--- src/msi_consts.vh ---
`ifndef MSI_CONSTS_VH
`define MSI_CONSTS_VH

// Register offsets
`define MSI_A0_STAT 8'hC4
`define MSI_A0_DATA 8'hC7
`define MSI_A1_STAT 8'hCC
`define MSI_A1_DATA 8'hCF
`define MSI_SP_RATE 8'hD2
`define MSI_SP_STAT 8'hD3
`define MSI_SP_DATA 8'hD5
`define MSI_IRQ_STAT 8'hD8
`define MSI_IRQ_MASK 8'hD9
`define MSI_CTRL 8'hDA

// Reset values
`define MSI_ASTAT_RST 8'hC0
`define MSI_SPRATE_RST 3'h0

// Async status field positions
`define MSI_B_TRANSMIT_EMPTY_FLAG 7
`define MSI_B_TC 6
`define MSI_B_RECEIVE_FULL_FLAG 5
`define MSI_B_IDLE 4
`define MSI_B_OR 3
`define MSI_B_NF 2
`define MSI_B_FE 1
`define MSI_B_PF 0
`define MSI_RX_MASK 8'h3F
`define MSI_TX_MASK 8'hC0

// Sync status field positions
`define MSI_B_SYNC_TRANSFER_DONE_FLAG 7
`define MSI_B_WRITE_COLLISION_FLAG 6
`define MSI_B_MODE_FAULT_FLAG 4

// Timing counts
`define MSI_OS_DIV 8'h0D
`define MSI_IDLE_TICKS 8'h9F
`define MSI_SP_EDGES 5'h0F

`endif

--- src/msi_flags_rate.v ---
// The plain strobed port is this design's own decision.
`timescale 1ns/1ps
`default_nettype none
`include "msi_consts.vh"

// Summary of operation
// - The async status register reads at any time, only channel hardware sets it, and writes do nothing.
// - Receive flags clear by a status read followed by a read of the async data register.
// - That data read clears only the receive flags that were set when the status was read.
// - Transmit empty and complete clear by a status read followed by a data register write.
// - A data write not preceded by a status read is not sent.
// - Transmit empty sets when the held byte moves into the shift register.
// - Transmit complete sets while the transmitter is idle and clears by status read then data write.
// - After reset transmit empty and complete read one and all receive flags read zero.
// - The sync rate register reads and writes at any time and resets to divide by two.
// - The 3-bit rate code divides the clock by two to the power of code plus one.
// - The sync status register reads at any time and writes change no flag.
// - The sync transfer done flag sets after the eighth serial clock cycle.
// - The sync done flag clears by a status read with it set then a data read or write.
module msi_flags_rate #(
   parameter [7:0] OS_DIV = `MSI_OS_DIV
) (
   // Clock and reset
   input wire clk,
   input wire rst,
   // Register port
   input wire [7:0] addr,
   input wire [7:0] wdata,
   input wire wr,
   input wire rd,
   output reg [7:0] rdata_r,
   // Interrupt
   output reg irq_r,
   // Async serial lines
   input wire [1:0] rxd,
   output wire [1:0] txd,
   // Sync serial lines
   output reg sck_r,
   output reg mosi_r,
   input wire miso
);

   localparam [7:0] OS_END = OS_DIV - 8'h01;

   reg [7:0] os_cnt_r;
   reg os_tick_r;
   reg [1:0] ctrl_r;
   reg [4:0] ist_r;
   reg [4:0] mask_r;
   reg [7:0] rd_nxt;
   wire [15:0] ast;
   wire [15:0] adr;
   wire [3:0] aev;

   // Oversample tick, sixteen per bit
   always @(posedge clk or posedge rst) begin
      if (rst) begin
         os_cnt_r <= 8'h00;
         os_tick_r <= 1'b0;
      end else if (os_cnt_r >= OS_END) begin
         os_cnt_r <= 8'h00;
         os_tick_r <= 1'b1;
      end else begin
         os_cnt_r <= os_cnt_r + 8'h01;
         os_tick_r <= 1'b0;
      end
   end

   genvar g;
   generate
      for (g = 0; g < 2; g = g + 1) begin : ch
         localparam [7:0] SA = (g == 0) ? `MSI_A0_STAT : `MSI_A1_STAT;
         localparam [7:0] DA = (g == 0) ? `MSI_A0_DATA : `MSI_A1_DATA;
         wire srd = rd && (addr == SA);
         wire drd = rd && (addr == DA);
         wire dwr = wr && (addr == DA);
         wire pe = ctrl_r[g];
         reg [7:0] fl_r;
         reg [7:0] snap_r;
         reg arm_r;
         reg [7:0] tdr_r;
         reg tdr_full_r;
         reg [10:0] tsh_r;
         reg [3:0] tbit_r;
         reg [3:0] tos_r;
         reg tbusy_r;
         reg tx_r;
         reg [1:0] rsy_r;
         reg [2:0] smp_r;
         reg rbusy_r;
         reg [3:0] ros_r;
         reg [3:0] rbit_r;
         reg [9:0] rsh_r;
         reg rnz_r;
         reg rxd_r;
         reg [7:0] rdr_r;
         reg [7:0] fdat_r;
         reg fnz_r;
         reg ffe_r;
         reg fpe_r;
         reg [7:0] idl_r;
         reg idl_arm_r;
         reg idl_set_r;
         reg [7:0] set;
         reg [7:0] clr;
         wire acc = dwr && arm_r;
         wire tx_load = !tbusy_r && tdr_full_r;
         wire rxs = rsy_r[1];
         wire maj = (smp_r[0] & smp_r[1]) | (smp_r[0] & smp_r[2]) | (smp_r[1] & smp_r[2]);
         wire noisy = (|smp_r) && !(&smp_r);
         wire [3:0] last = pe ? 4'hA : 4'h9;

         assign txd[g] = tx_r;
         assign ast[g*8 +: 8] = fl_r;
         assign adr[g*8 +: 8] = rdr_r;
         assign aev[g*2] = rxd_r;
         assign aev[g*2+1] = tx_load;

         // Transmit path; write only accepted after a status read
         always @(posedge clk or posedge rst) begin
            if (rst) begin
               tdr_r <= 8'h00;
               tdr_full_r <= 1'b0;
               tsh_r <= 11'h7FF;
               tbit_r <= 4'h0;
               tos_r <= 4'h0;
               tbusy_r <= 1'b0;
               tx_r <= 1'b1;
            end else begin
               if (tx_load) begin
                  tdr_full_r <= 1'b0;
                  tsh_r <= pe ? {1'b1, ^tdr_r, tdr_r, 1'b0} : {2'b11, tdr_r, 1'b0};
                  tbit_r <= last + 4'h1;
                  tos_r <= 4'h0;
                  tbusy_r <= 1'b1;
               end else if (tbusy_r && os_tick_r) begin
                  tos_r <= tos_r + 4'h1;
                  if (tos_r == 4'hF) begin
                     tsh_r <= {1'b1, tsh_r[10:1]};
                     tbit_r <= tbit_r - 4'h1;
                     if (tbit_r == 4'h1)
                        tbusy_r <= 1'b0;
                  end
               end
               if (acc) begin
                  tdr_r <= wdata;
                  tdr_full_r <= 1'b1;
               end
               tx_r <= tbusy_r ? tsh_r[0] : 1'b1;
            end
         end

         // Receive path; majority of three samples mid-bit
         always @(posedge clk or posedge rst) begin
            if (rst) begin
               rsy_r <= 2'b11;
               smp_r <= 3'b111;
               rbusy_r <= 1'b0;
               ros_r <= 4'h0;
               rbit_r <= 4'h0;
               rsh_r <= 10'h000;
               rnz_r <= 1'b0;
               rxd_r <= 1'b0;
               fdat_r <= 8'h00;
               fnz_r <= 1'b0;
               ffe_r <= 1'b0;
               fpe_r <= 1'b0;
            end else begin
               rsy_r <= {rsy_r[0], rxd[g]};
               rxd_r <= 1'b0;
               if (os_tick_r)
                  smp_r <= {smp_r[1:0], rxs};
               if (os_tick_r && !rbusy_r && !rxs) begin
                  rbusy_r <= 1'b1;
                  ros_r <= 4'h0;
                  rbit_r <= 4'h0;
                  rnz_r <= 1'b0;
               end else if (os_tick_r && rbusy_r) begin
                  ros_r <= ros_r + 4'h1;
                  if (ros_r == 4'h9) begin
                     rbit_r <= rbit_r + 4'h1;
                     rnz_r <= rnz_r | noisy;
                     if (rbit_r == 4'h0 && maj) begin
                        // False start bit
                        rbusy_r <= 1'b0;
                     end else if (rbit_r == last) begin
                        rbusy_r <= 1'b0;
                        rxd_r <= 1'b1;
                        fdat_r <= pe ? rsh_r[8:1] : rsh_r[9:2];
                        fnz_r <= rnz_r | noisy;
                        ffe_r <= !maj;
                        fpe_r <= pe && (^rsh_r[9:1]);
                     end else begin
                        rsh_r <= {maj, rsh_r[9:1]};
                     end
                  end
               end
            end
         end

         // Line quiet for ten bit times after a frame
         always @(posedge clk or posedge rst) begin
            if (rst) begin
               idl_r <= 8'h00;
               idl_arm_r <= 1'b0;
               idl_set_r <= 1'b0;
            end else begin
               idl_set_r <= 1'b0;
               if (rxd_r)
                  idl_arm_r <= 1'b1;
               if (rbusy_r || !rxs) begin
                  idl_r <= 8'h00;
               end else if (os_tick_r && idl_arm_r) begin
                  idl_r <= idl_r + 8'h01;
                  if (idl_r == `MSI_IDLE_TICKS) begin
                     idl_set_r <= 1'b1;
                     idl_arm_r <= 1'b0;
                  end
               end
            end
         end

         // Flag set and clear terms
         always @* begin
            set = 8'h00;
            clr = 8'h00;
            set[`MSI_B_TRANSMIT_EMPTY_FLAG] = tx_load;
            set[`MSI_B_TC] = !tbusy_r && !tdr_full_r && !acc;
            set[`MSI_B_IDLE] = idl_set_r;
            if (rxd_r) begin
               if (fl_r[`MSI_B_RECEIVE_FULL_FLAG]) begin
                  set[`MSI_B_OR] = 1'b1;
               end else begin
                  set[`MSI_B_RECEIVE_FULL_FLAG] = 1'b1;
                  set[`MSI_B_NF] = fnz_r;
                  set[`MSI_B_FE] = ffe_r;
                  set[`MSI_B_PF] = fpe_r;
               end
            end
            if (drd)
               clr = snap_r & `MSI_RX_MASK;
            if (acc)
               clr = snap_r & `MSI_TX_MASK;
         end

         // Flags; a set in the clearing cycle survives
         always @(posedge clk or posedge rst) begin
            if (rst) begin
               fl_r <= `MSI_ASTAT_RST;
               snap_r <= 8'h00;
               arm_r <= 1'b0;
               rdr_r <= 8'h00;
            end else begin
               fl_r <= (fl_r & ~clr) | set;
               if (srd) begin
                  snap_r <= fl_r;
                  arm_r <= 1'b1;
               end else if (drd) begin
                  snap_r <= snap_r & `MSI_TX_MASK;
               end else if (dwr) begin
                  snap_r <= snap_r & `MSI_RX_MASK;
                  arm_r <= 1'b0;
               end
               if (rxd_r && !fl_r[`MSI_B_RECEIVE_FULL_FLAG])
                  rdr_r <= fdat_r;
            end
         end
      end
   endgenerate

   // Sync channel, master, clock idles low, sample on rising edge
   reg [2:0] rate_r;
   reg [7:0] sdiv_r;
   reg [7:0] ssh_r;
   reg [4:0] sedg_r;
   reg sbusy_r;
   reg [1:0] mso_r;
   reg sdone_r;
   reg sync_transfer_done_flag_r;
   reg write_collision_flag_r;
   reg sarm_r;
   reg warm_r;
   wire [7:0] hlim = (8'h01 << rate_r) - 8'h01;
   wire sst = rd && (addr == `MSI_SP_STAT);
   wire swr = wr && (addr == `MSI_SP_DATA);
   wire sacc = swr || (rd && (addr == `MSI_SP_DATA));
   wire [7:0] sstat = {sync_transfer_done_flag_r, write_collision_flag_r, 6'h00};

   always @(posedge clk or posedge rst) begin
      if (rst) begin
         rate_r <= `MSI_SPRATE_RST;
         sdiv_r <= 8'h00;
         ssh_r <= 8'h00;
         sedg_r <= 5'h00;
         sbusy_r <= 1'b0;
         mso_r <= 2'b00;
         sdone_r <= 1'b0;
         sck_r <= 1'b0;
         mosi_r <= 1'b0;
      end else begin
         mso_r <= {mso_r[0], miso};
         sdone_r <= 1'b0;
         if (wr && addr == `MSI_SP_RATE)
            rate_r <= wdata[2:0];
         if (swr && !sbusy_r) begin
            ssh_r <= wdata;
            mosi_r <= wdata[7];
            sbusy_r <= 1'b1;
            sdiv_r <= 8'h00;
            sedg_r <= 5'h00;
         end else if (sbusy_r) begin
            // Half period of 2^code clocks
            if (sdiv_r >= hlim) begin
               sdiv_r <= 8'h00;
               sedg_r <= sedg_r + 5'h01;
               sck_r <= !sck_r;
               if (!sck_r) begin
                  ssh_r <= {ssh_r[6:0], mso_r[1]};
               end else if (sedg_r == `MSI_SP_EDGES) begin
                  sbusy_r <= 1'b0;
                  sdone_r <= 1'b1;
               end else begin
                  mosi_r <= ssh_r[7];
               end
            end else begin
               sdiv_r <= sdiv_r + 8'h01;
            end
         end
      end
   end

   // Sync status; only hardware and access sequences move it
   always @(posedge clk or posedge rst) begin
      if (rst) begin
         sync_transfer_done_flag_r <= 1'b0;
         write_collision_flag_r <= 1'b0;
         sarm_r <= 1'b0;
         warm_r <= 1'b0;
      end else begin
         sync_transfer_done_flag_r <= (sync_transfer_done_flag_r & ~(sarm_r & sacc)) | sdone_r;
         write_collision_flag_r <= (write_collision_flag_r & ~(warm_r & sacc)) | (swr & sbusy_r);
         if (sst) begin
            sarm_r <= sync_transfer_done_flag_r;
            warm_r <= write_collision_flag_r;
         end else if (sacc) begin
            sarm_r <= 1'b0;
            warm_r <= 1'b0;
         end
      end
   end

   // Control, interrupt status and mask
   always @(posedge clk or posedge rst) begin
      if (rst) begin
         ctrl_r <= 2'b00;
         mask_r <= 5'h00;
         ist_r <= 5'h00;
         irq_r <= 1'b0;
      end else begin
         if (wr && addr == `MSI_CTRL)
            ctrl_r <= wdata[1:0];
         if (wr && addr == `MSI_IRQ_MASK)
            mask_r <= wdata[4:0];
         if (wr && addr == `MSI_IRQ_STAT)
            ist_r <= (ist_r & ~wdata[4:0]) | {sdone_r, aev};
         else
            ist_r <= ist_r | {sdone_r, aev};
         irq_r <= |(ist_r & mask_r);
      end
   end

   // Read decode
   always @* begin
      if (addr == `MSI_A0_STAT)
         rd_nxt = ast[7:0];
      else if (addr == `MSI_A0_DATA)
         rd_nxt = adr[7:0];
      else if (addr == `MSI_A1_STAT)
         rd_nxt = ast[15:8];
      else if (addr == `MSI_A1_DATA)
         rd_nxt = adr[15:8];
      else if (addr == `MSI_SP_RATE)
         rd_nxt = {5'h00, rate_r};
      else if (addr == `MSI_SP_STAT)
         rd_nxt = sstat;
      else if (addr == `MSI_SP_DATA)
         rd_nxt = ssh_r;
      else if (addr == `MSI_IRQ_STAT)
         rd_nxt = {3'h0, ist_r};
      else if (addr == `MSI_IRQ_MASK)
         rd_nxt = {3'h0, mask_r};
      else if (addr == `MSI_CTRL)
         rd_nxt = {6'h00, ctrl_r};
      else
         rd_nxt = 8'h00;
   end

   // Read data valid only in the cycle after the strobe
   always @(posedge clk or posedge rst) begin
      if (rst)
         rdata_r <= 8'h00;
      else
         rdata_r <= rd ? rd_nxt : 8'h00;
   end

endmodule
`default_nettype wire

--- config.mk ---
export PLATFORM = sky130hd
export DESIGN_NAME = msi_flags_rate
export DESIGN_NICKNAME = d
export VERILOG_FILES = /design/src/msi_flags_rate.v
export VERILOG_INCLUDE_DIRS = /design/src
export SDC_FILE = /design/constraint.sdc
export NUM_CORES = 1
export LEC_CHECK = 0
export BUFFER_PORTS_ARGS = -buffer_cell sky130_fd_sc_hd__buf_2
export CAP_MARGIN = 20
export CORE_ASPECT_RATIO = 0.9
export CORE_MARGIN = 2
export CORE_UTILIZATION = 50
export DETAILED_ROUTE_END_ITERATION = 10
export PLACE_DENSITY = 0.69
export SLEW_MARGIN = 20
export SYNTH_ARGS = -nofsm -noshare
export SYNTH_HDL_FRONTEND = slang
export SYNTH_SLANG_ARGS = --single-unit
export TNS_END_PERCENT = 20
--- constraint.sdc ---
create_clock -name clk -period 8.15 [get_ports clk]
set_input_delay 0.815 -clock clk [delete_from_list [all_inputs] [get_ports clk]]
set_output_delay 0.815 -clock clk [all_outputs]
set_load 0.1 [all_outputs]
* Yosys cells after proc, flatten, opt, wreduce, memory -nomap -nowiden
Cells that the tools add are included.
** Storage, ports and cells
- Bits in registers :: 268
- Output and inout bits :: 13
** Cells by class
- $add $sub $neg :: 16
- $lt $le $gt $ge :: 2
- Eq/ne operators :: 25
- Shift operators :: 1
- Mux-type cells :: 158
- Bitwise gates (word level) :: 39
- Reduce and logical (&&, ||, !) cells :: 114
** Operators by type and width (number)
- $mux W8 :: 30
- $eq A8 B8 Y1 const B :: 12
- $mux W4 :: 22
- $mux W1 :: 85
- $mux W11 :: 6
- $reduce_bool A2 Y1 :: 22
- $logic_and A1 B1 Y1 :: 40
- $add A4 B1 Y4 const B :: 8
- $add A8 B1 Y8 const B :: 4
- $mux W5 :: 6
- $reduce_and A3 Y1 :: 8
- $mux W10 :: 2
- $reduce_and A5 Y1 :: 4
- $logic_not A1 Y1 :: 18
- $reduce_xor A9 Y1 :: 2
- $and A8 B8 Y8 :: 2
- $eq A4 B4 Y1 const B :: 4
- $not A8 Y8 :: 2
- $or A8 B8 Y8 :: 2
- $reduce_xor A8 Y1 :: 2
- $reduce_and A2 Y1 :: 7
- $mux W6 :: 2
- $and A1 B1 Y1 :: 11
- $and A5 B5 Y5 :: 2
- 23 further kinds :: 52

* Logic depth before layout (Yosys ltp)
- Word-level depth :: 12
- Depth in mapped cells :: 10
- Gate-level depth less buffers :: 7

* Worst setup path after synthesis
No wires, ideal clock.
- Path type :: register to register
- Start point :: register rate_r[2]
- End point :: register ssh_r[0]
- Setup time :: 0.123 ns
- Arrival :: 2.240 ns
- Required time :: 8.027 ns
- Slack :: 5.787 ns
- Stages on the path, launching flop included :: 10
- Buffers on the path :: 2
- Period minus slack after synthesis :: 2.363 ns
- Cells stage by stage :: dfrtp_1 clkbuf_1 or3_1 ha_1 nand2b_1 a211oi_1 o21a_2 buf_4 or4_1 o221a_1
** Between the ends
- Word-level cells in the longest chain between the ends :: 5
** Ends and longest elaborated chain
- start: declaration :: RTL line msi_flags_rate.v:272 : reg [2:0] rate_r;
- start signal: assignment :: RTL line msi_flags_rate.v:291 : rate_r <= `MSI_SPRATE_RST;
- start signal: assignment :: RTL line msi_flags_rate.v:304 : rate_r <= wdata[2:0];
- $shl A1 B3 Y8 :: RTL line msi_flags_rate.v:283 : wire [7:0] hlim = (8'h01 << rate_r) - 8'h01;
- $sub A8 B1 Y8 :: RTL line msi_flags_rate.v:283
- $ge A8 B8 Y1 :: RTL line msi_flags_rate.v:313 : if (sdiv_r >= hlim) begin
- $reduce_bool A2 Y1 (no line)
- $reduce_and A3 Y1 (no line)
- end signal: assignment :: RTL line msi_flags_rate.v:306 : ssh_r <= wdata;
- end signal: assignment :: RTL line msi_flags_rate.v:318 : ssh_r <= {ssh_r[6:0], mso_r[1]};
- end: declaration :: RTL line msi_flags_rate.v:274 : reg [7:0] ssh_r;
No other way between the ends.
A chain may end at the register's enable or synchronous reset.

* Final worst setup path
- Start point :: register rate_r[2]
- End point :: register sedg_r[0]
** Between the ends
- Word-level cells in the longest chain between the ends :: 5
** Ends and longest elaborated chain
- $shl A1 B3 Y8 :: RTL line msi_flags_rate.v:283
- $sub A8 B1 Y8 :: RTL line msi_flags_rate.v:283
- $ge A8 B8 Y1 :: RTL line msi_flags_rate.v:313
- $reduce_bool A2 Y1 (no line)
- $reduce_and A2 Y1 (no line)
- end signal: assignment :: RTL line msi_flags_rate.v:315 : sedg_r <= sedg_r + 5'h01;
- end: declaration :: RTL line msi_flags_rate.v:275 : reg [4:0] sedg_r;
No other way between the ends.

==> summary.txt <==
======================================================================================
Outcome                                                                      completed
Overall die width                                                             170.0 um
Starting density of the core                                                    0.5099
Number of endpoints with negative hold slack in the final report                     0
Global-route wire length before repair                                        42.83 mm
Peak supply drop                                                             0.1607 mV
Commonest cells after routing, fill and taps aside                        sky130_fd_sc_hd__dfrtp_1 (228), sky130_fd_sc_hd__nand2_1 (162), sky130_fd_sc_hd__nor2_1 (60)
Routed length on met1                                                         12.22 mm
Site row count                                                                      54
Count of antenna-violating nets left after detailed routing                          0
DRC violations left                                                                  0
Power per standard cell area                                              252.3 mW/mm2
Per-cell via count in the routed design                                          5.741
Sort of element at the end of the critical path                                   flop
Highest metal used                                                                met4
Layout Nets                                                                      1,218
Die boundary height                                                           153.4 um
Unrepaired setup endpoints after global routing                                     no
Dominant register cell in the synthesized netlist                         sky130_fd_sc_hd__dfrtp_1
Gate family responsible for the most delay along the worst path           simple AND/OR/NAND/NOR gates
Register area share after synthesis                                             0.5363
Highest clock frequency the design can meet                                  363.8 MHz
Clock root cell                                                           sky130_fd_sc_hd__clkbuf_16
Fill count                                                                       2,042
Hold/Removal Path Class                                                   input pin to async pin
Area added between synthesis and finish                                         10.86%
Pin slew with the least headroom to its limit                                 1.036 ns
Setup violators final                                                                0
Insertion delay to the later sink of the worst-skew pair                       0.53 ns
Average cell area after synthesis                                            10.88 um2
Flip-flop and latch count after synthesis                                          264
Port Buf Inserts                                                                    35
Top Ports                                                                           36
Share of the cycle needed by the critical path after routing                    0.3373
Critical path class                                                       flop to flop
Number of antenna violations at the first check in global routing                    0
Mean routed wirelength per cell                                               17.13 um
Minimum period implied by the final worst setup slack                         2.749 ns
Final design instance area without fill                                    0.01375 mm2
Count of hold-fix buffers inserted at cts                                            0
Post-DP HPWL                                                                  17.57 mm
Post-synthesis instance area                                               0.01240 mm2
Worst-path clk slew                                                            0.06 ns
Minimum hold slack                                                           0.2576 ns
Worst path arrival time                                                        3.21 ns
# resized after CTS                                                                  0
All-layer global routing usage                                                  0.2020
Area enclosed by the die boundary                                          0.02608 mm2
Number of clock sinks seen by CTS                                                  264
Static leakage                                                                6.359 nW
Yosys warning count                                                                  0
Weighted congestion reported at the end of routability-driven placement         0.8756
Metal3 WL                                                                     1.268 mm
Pin count of the biggest net entering global routing                               142
Number of global-route vias before repair                                        8,280
Wire length on met2                                                           11.51 mm
Ordered cell list for the critical path                                   or3_1, ha_1, nand2b_1, a211oi_1, o21a_2, nor2_1, mux2_2
Number of CTS-inserted buffers                                                      28
Buffers inserted by post-CTS timing repair                                           0
TNS Setup                                                                         0 ns
Worst R2R Setup Slack                                                          5.40 ns
Clock tree from TritonCTS                                                         done
Deepest clock path buffer count                                                      3
Number of max-slew violations in the final report                                    0
Max H-tree Level                                                                     1
Number of enable-type register cells in the synthesized netlist                      0
# placed instances                                                               1,443
Highest cell delay on the worst timing path                                    0.72 ns
Number of cells in the finished layout apart from fillers                        1,494
Most common library cell in the layout ignoring fill and taps             sky130_fd_sc_hd__dfrtp_1
Number of distinct library cells after synthesis                                    86
Final Util                                                                      0.5652
Remaining max-slew budget at the tightest pin                                   0.3081
Grt total ovfl                                                                       0
Cell area after placement                                                  0.01281 mm2
Kind of start point of the critical path                                          flop
Final setup skew                                                           0.007183 ns
Cell with the largest stage delay on the worst path                       sky130_fd_sc_hd__nor2_1
Count of max-cap constraint violations                                               0
CORE AREA                                                                  0.02432 mm2
Starting DRC count in detailed routing                                             537
Endpoint required time on the critical path                                    8.62 ns
Post-Syn Instances                                                               1,140
First-pass iteration count of the detailed router                                    4
Share of post-route cells with drive strength above 1                           0.1383
Antenna diodes                                                                       0
Post-synthesis async set-or-reset flop share                                     1.000
Buf/Inv on CP                                                                        0
Critical path peak fanout                                                           14
Final wirelength                                                              25.60 mm
Routed vias                                                                      8,577
======================================================================================
## logic make-up after synthesis
| family | count (synthesis) | synth area share |
|---|---|---|
| AOI/OAI and AO/OA | 231 | 0.1267 |
| xor gates and xnor gates | 55 | 0.03995 |
| adders and majority gates | 31 | 0.03087 |
| buffers and inverters | 82 | 0.02885 |
| DFF | 264 | 0.5363 |
| muxes | 94 | 0.08202 |
| other | 2 | 0.0006056 |
| and+or+nand+nor | 381 | 0.1547 |
## cell usage after synthesis, types with 4 or more instances
library cell	n	area (um2)
sky130_fd_sc_hd__nand4_1	15	93.84
sky130_fd_sc_hd__inv_1	30	112.6
sky130_fd_sc_hd__nor3_1	13	65.06
sky130_fd_sc_hd__a31oi_1	17	106.4
sky130_fd_sc_hd__nor4_1	10	62.56
sky130_fd_sc_hd__xnor2_1	35	306.5
sky130_fd_sc_hd__o21ai_1	37	185.2
sky130_fd_sc_hd__nand2_1	162	608.1
sky130_fd_sc_hd__mux2_2	21	236.5
sky130_fd_sc_hd__nand4b_1	6	52.55
sky130_fd_sc_hd__a22o_1	28	245.2
sky130_fd_sc_hd__ha_1	29	362.9
sky130_fd_sc_hd__dfstp_2	36	945.9
sky130_fd_sc_hd__and3_1	16	100.1
sky130_fd_sc_hd__o221a_1	8	90.09
sky130_fd_sc_hd__nor2_1	60	225.2
sky130_fd_sc_hd__o211ai_1	5	37.54
sky130_fd_sc_hd__or3_1	6	37.54
sky130_fd_sc_hd__buf_1	4	15.01
sky130_fd_sc_hd__a21oi_1	35	175.2
sky130_fd_sc_hd__mux2_1	40	450.4
sky130_fd_sc_hd__o21ai_0	36	180.2
sky130_fd_sc_hd__buf_4	6	45.04
sky130_fd_sc_hd__nand2b_1	14	87.58
sky130_fd_sc_hd__a21o_1	16	120.1
sky130_fd_sc_hd__nor2b_1	10	62.56
sky130_fd_sc_hd__a32o_1	4	40.04
sky130_fd_sc_hd__mux2i_1	33	330.3
sky130_fd_sc_hd__nand3_1	24	120.1
sky130_fd_sc_hd__clkbuf_1	23	86.33
sky130_fd_sc_hd__or4_1	8	60.06
sky130_fd_sc_hd__dfrtp_1	228	5705
sky130_fd_sc_hd__buf_2	16	80.08
sky130_fd_sc_hd__a211oi_1	5	37.54
sky130_fd_sc_hd__xor2_1	19	166.4
## worst register-to-register path: stages (launching register included)
cell	delay, ns
sky130_fd_sc_hd__dfrtp_1	0.49
sky130_fd_sc_hd__or3_1	0.41
sky130_fd_sc_hd__ha_1	0.28
sky130_fd_sc_hd__nand2b_1	0.10
sky130_fd_sc_hd__a211oi_1	0.09
sky130_fd_sc_hd__o21a_2	0.30
sky130_fd_sc_hd__nor2_1	0.73
sky130_fd_sc_hd__mux2_2	0.29
## routing by layer
layer  global-route usage  up-vias
li1                     -     4130
met1               0.2952     4211
met2               0.3090      191
met3              0.03755       45
met4              0.05820        0
met5                    0        -
## registers in the layout (all words and copies together), names as in the netlist, 16 cells and up
| register | cells |
|---|---|
| ch.fdat_r | 16 |
| ch.fl_r | 16 |
| ch.idl_r | 16 |
| ch.rdr_r | 16 |
| ch.rsh_r | 18 |
| ch.snap_r | 16 |
| ch.tdr_r | 16 |
| ch.tsh_r | 20 |
## report_power, final
group	leakage (nW)	switching, W	total, W	internal (W)
clock	0.448	0.000492	0.00124	0.000744
combinational	2.47	0.000332	0.000587	0.000255
sequential	3.44	0.000173	0.00165	0.00147
total	6.36	0.000998	0.00347	0.00247
## area by class of cell
class                      instances  area, um2  share of cell area
tap                              308      385.4             0.02803
inverter                          32      127.6            0.009283
clock buffer                      45      855.8             0.06225
multi-input combinational        797       5410              0.3935
sequential                       264       6651              0.4838
clock inverter                     5      50.05            0.003640
timing repair buffer              43      267.8             0.01948
## per-stage QoR
step                power [W]  setup slack [ns]
CTS                  0.003503             5.407
finish               0.003468             5.401
global placement     0.002228             5.332
floorplan            0.002103            0.1260
global route         0.003661             5.199
detailed placement   0.002251             5.268
## worst paths after layout
path                                     start        endpoint  cells after the start
worst max-delay path                 rate_r[2]       sedg_r[0]                      7
worst min-delay path                       rst  ch[1].idl_r[1]                      2
worst max register to register       rate_r[2]       sedg_r[0]                      7
worst min register to register  ch[0].rsy_r[0]  ch[0].rsy_r[1]                      0
max in group asynchronous                  rst       sedg_r[2]                      4
min in group clk                ch[0].rsy_r[0]  ch[0].rsy_r[1]                      0
(Power assumes the default switching activity.)
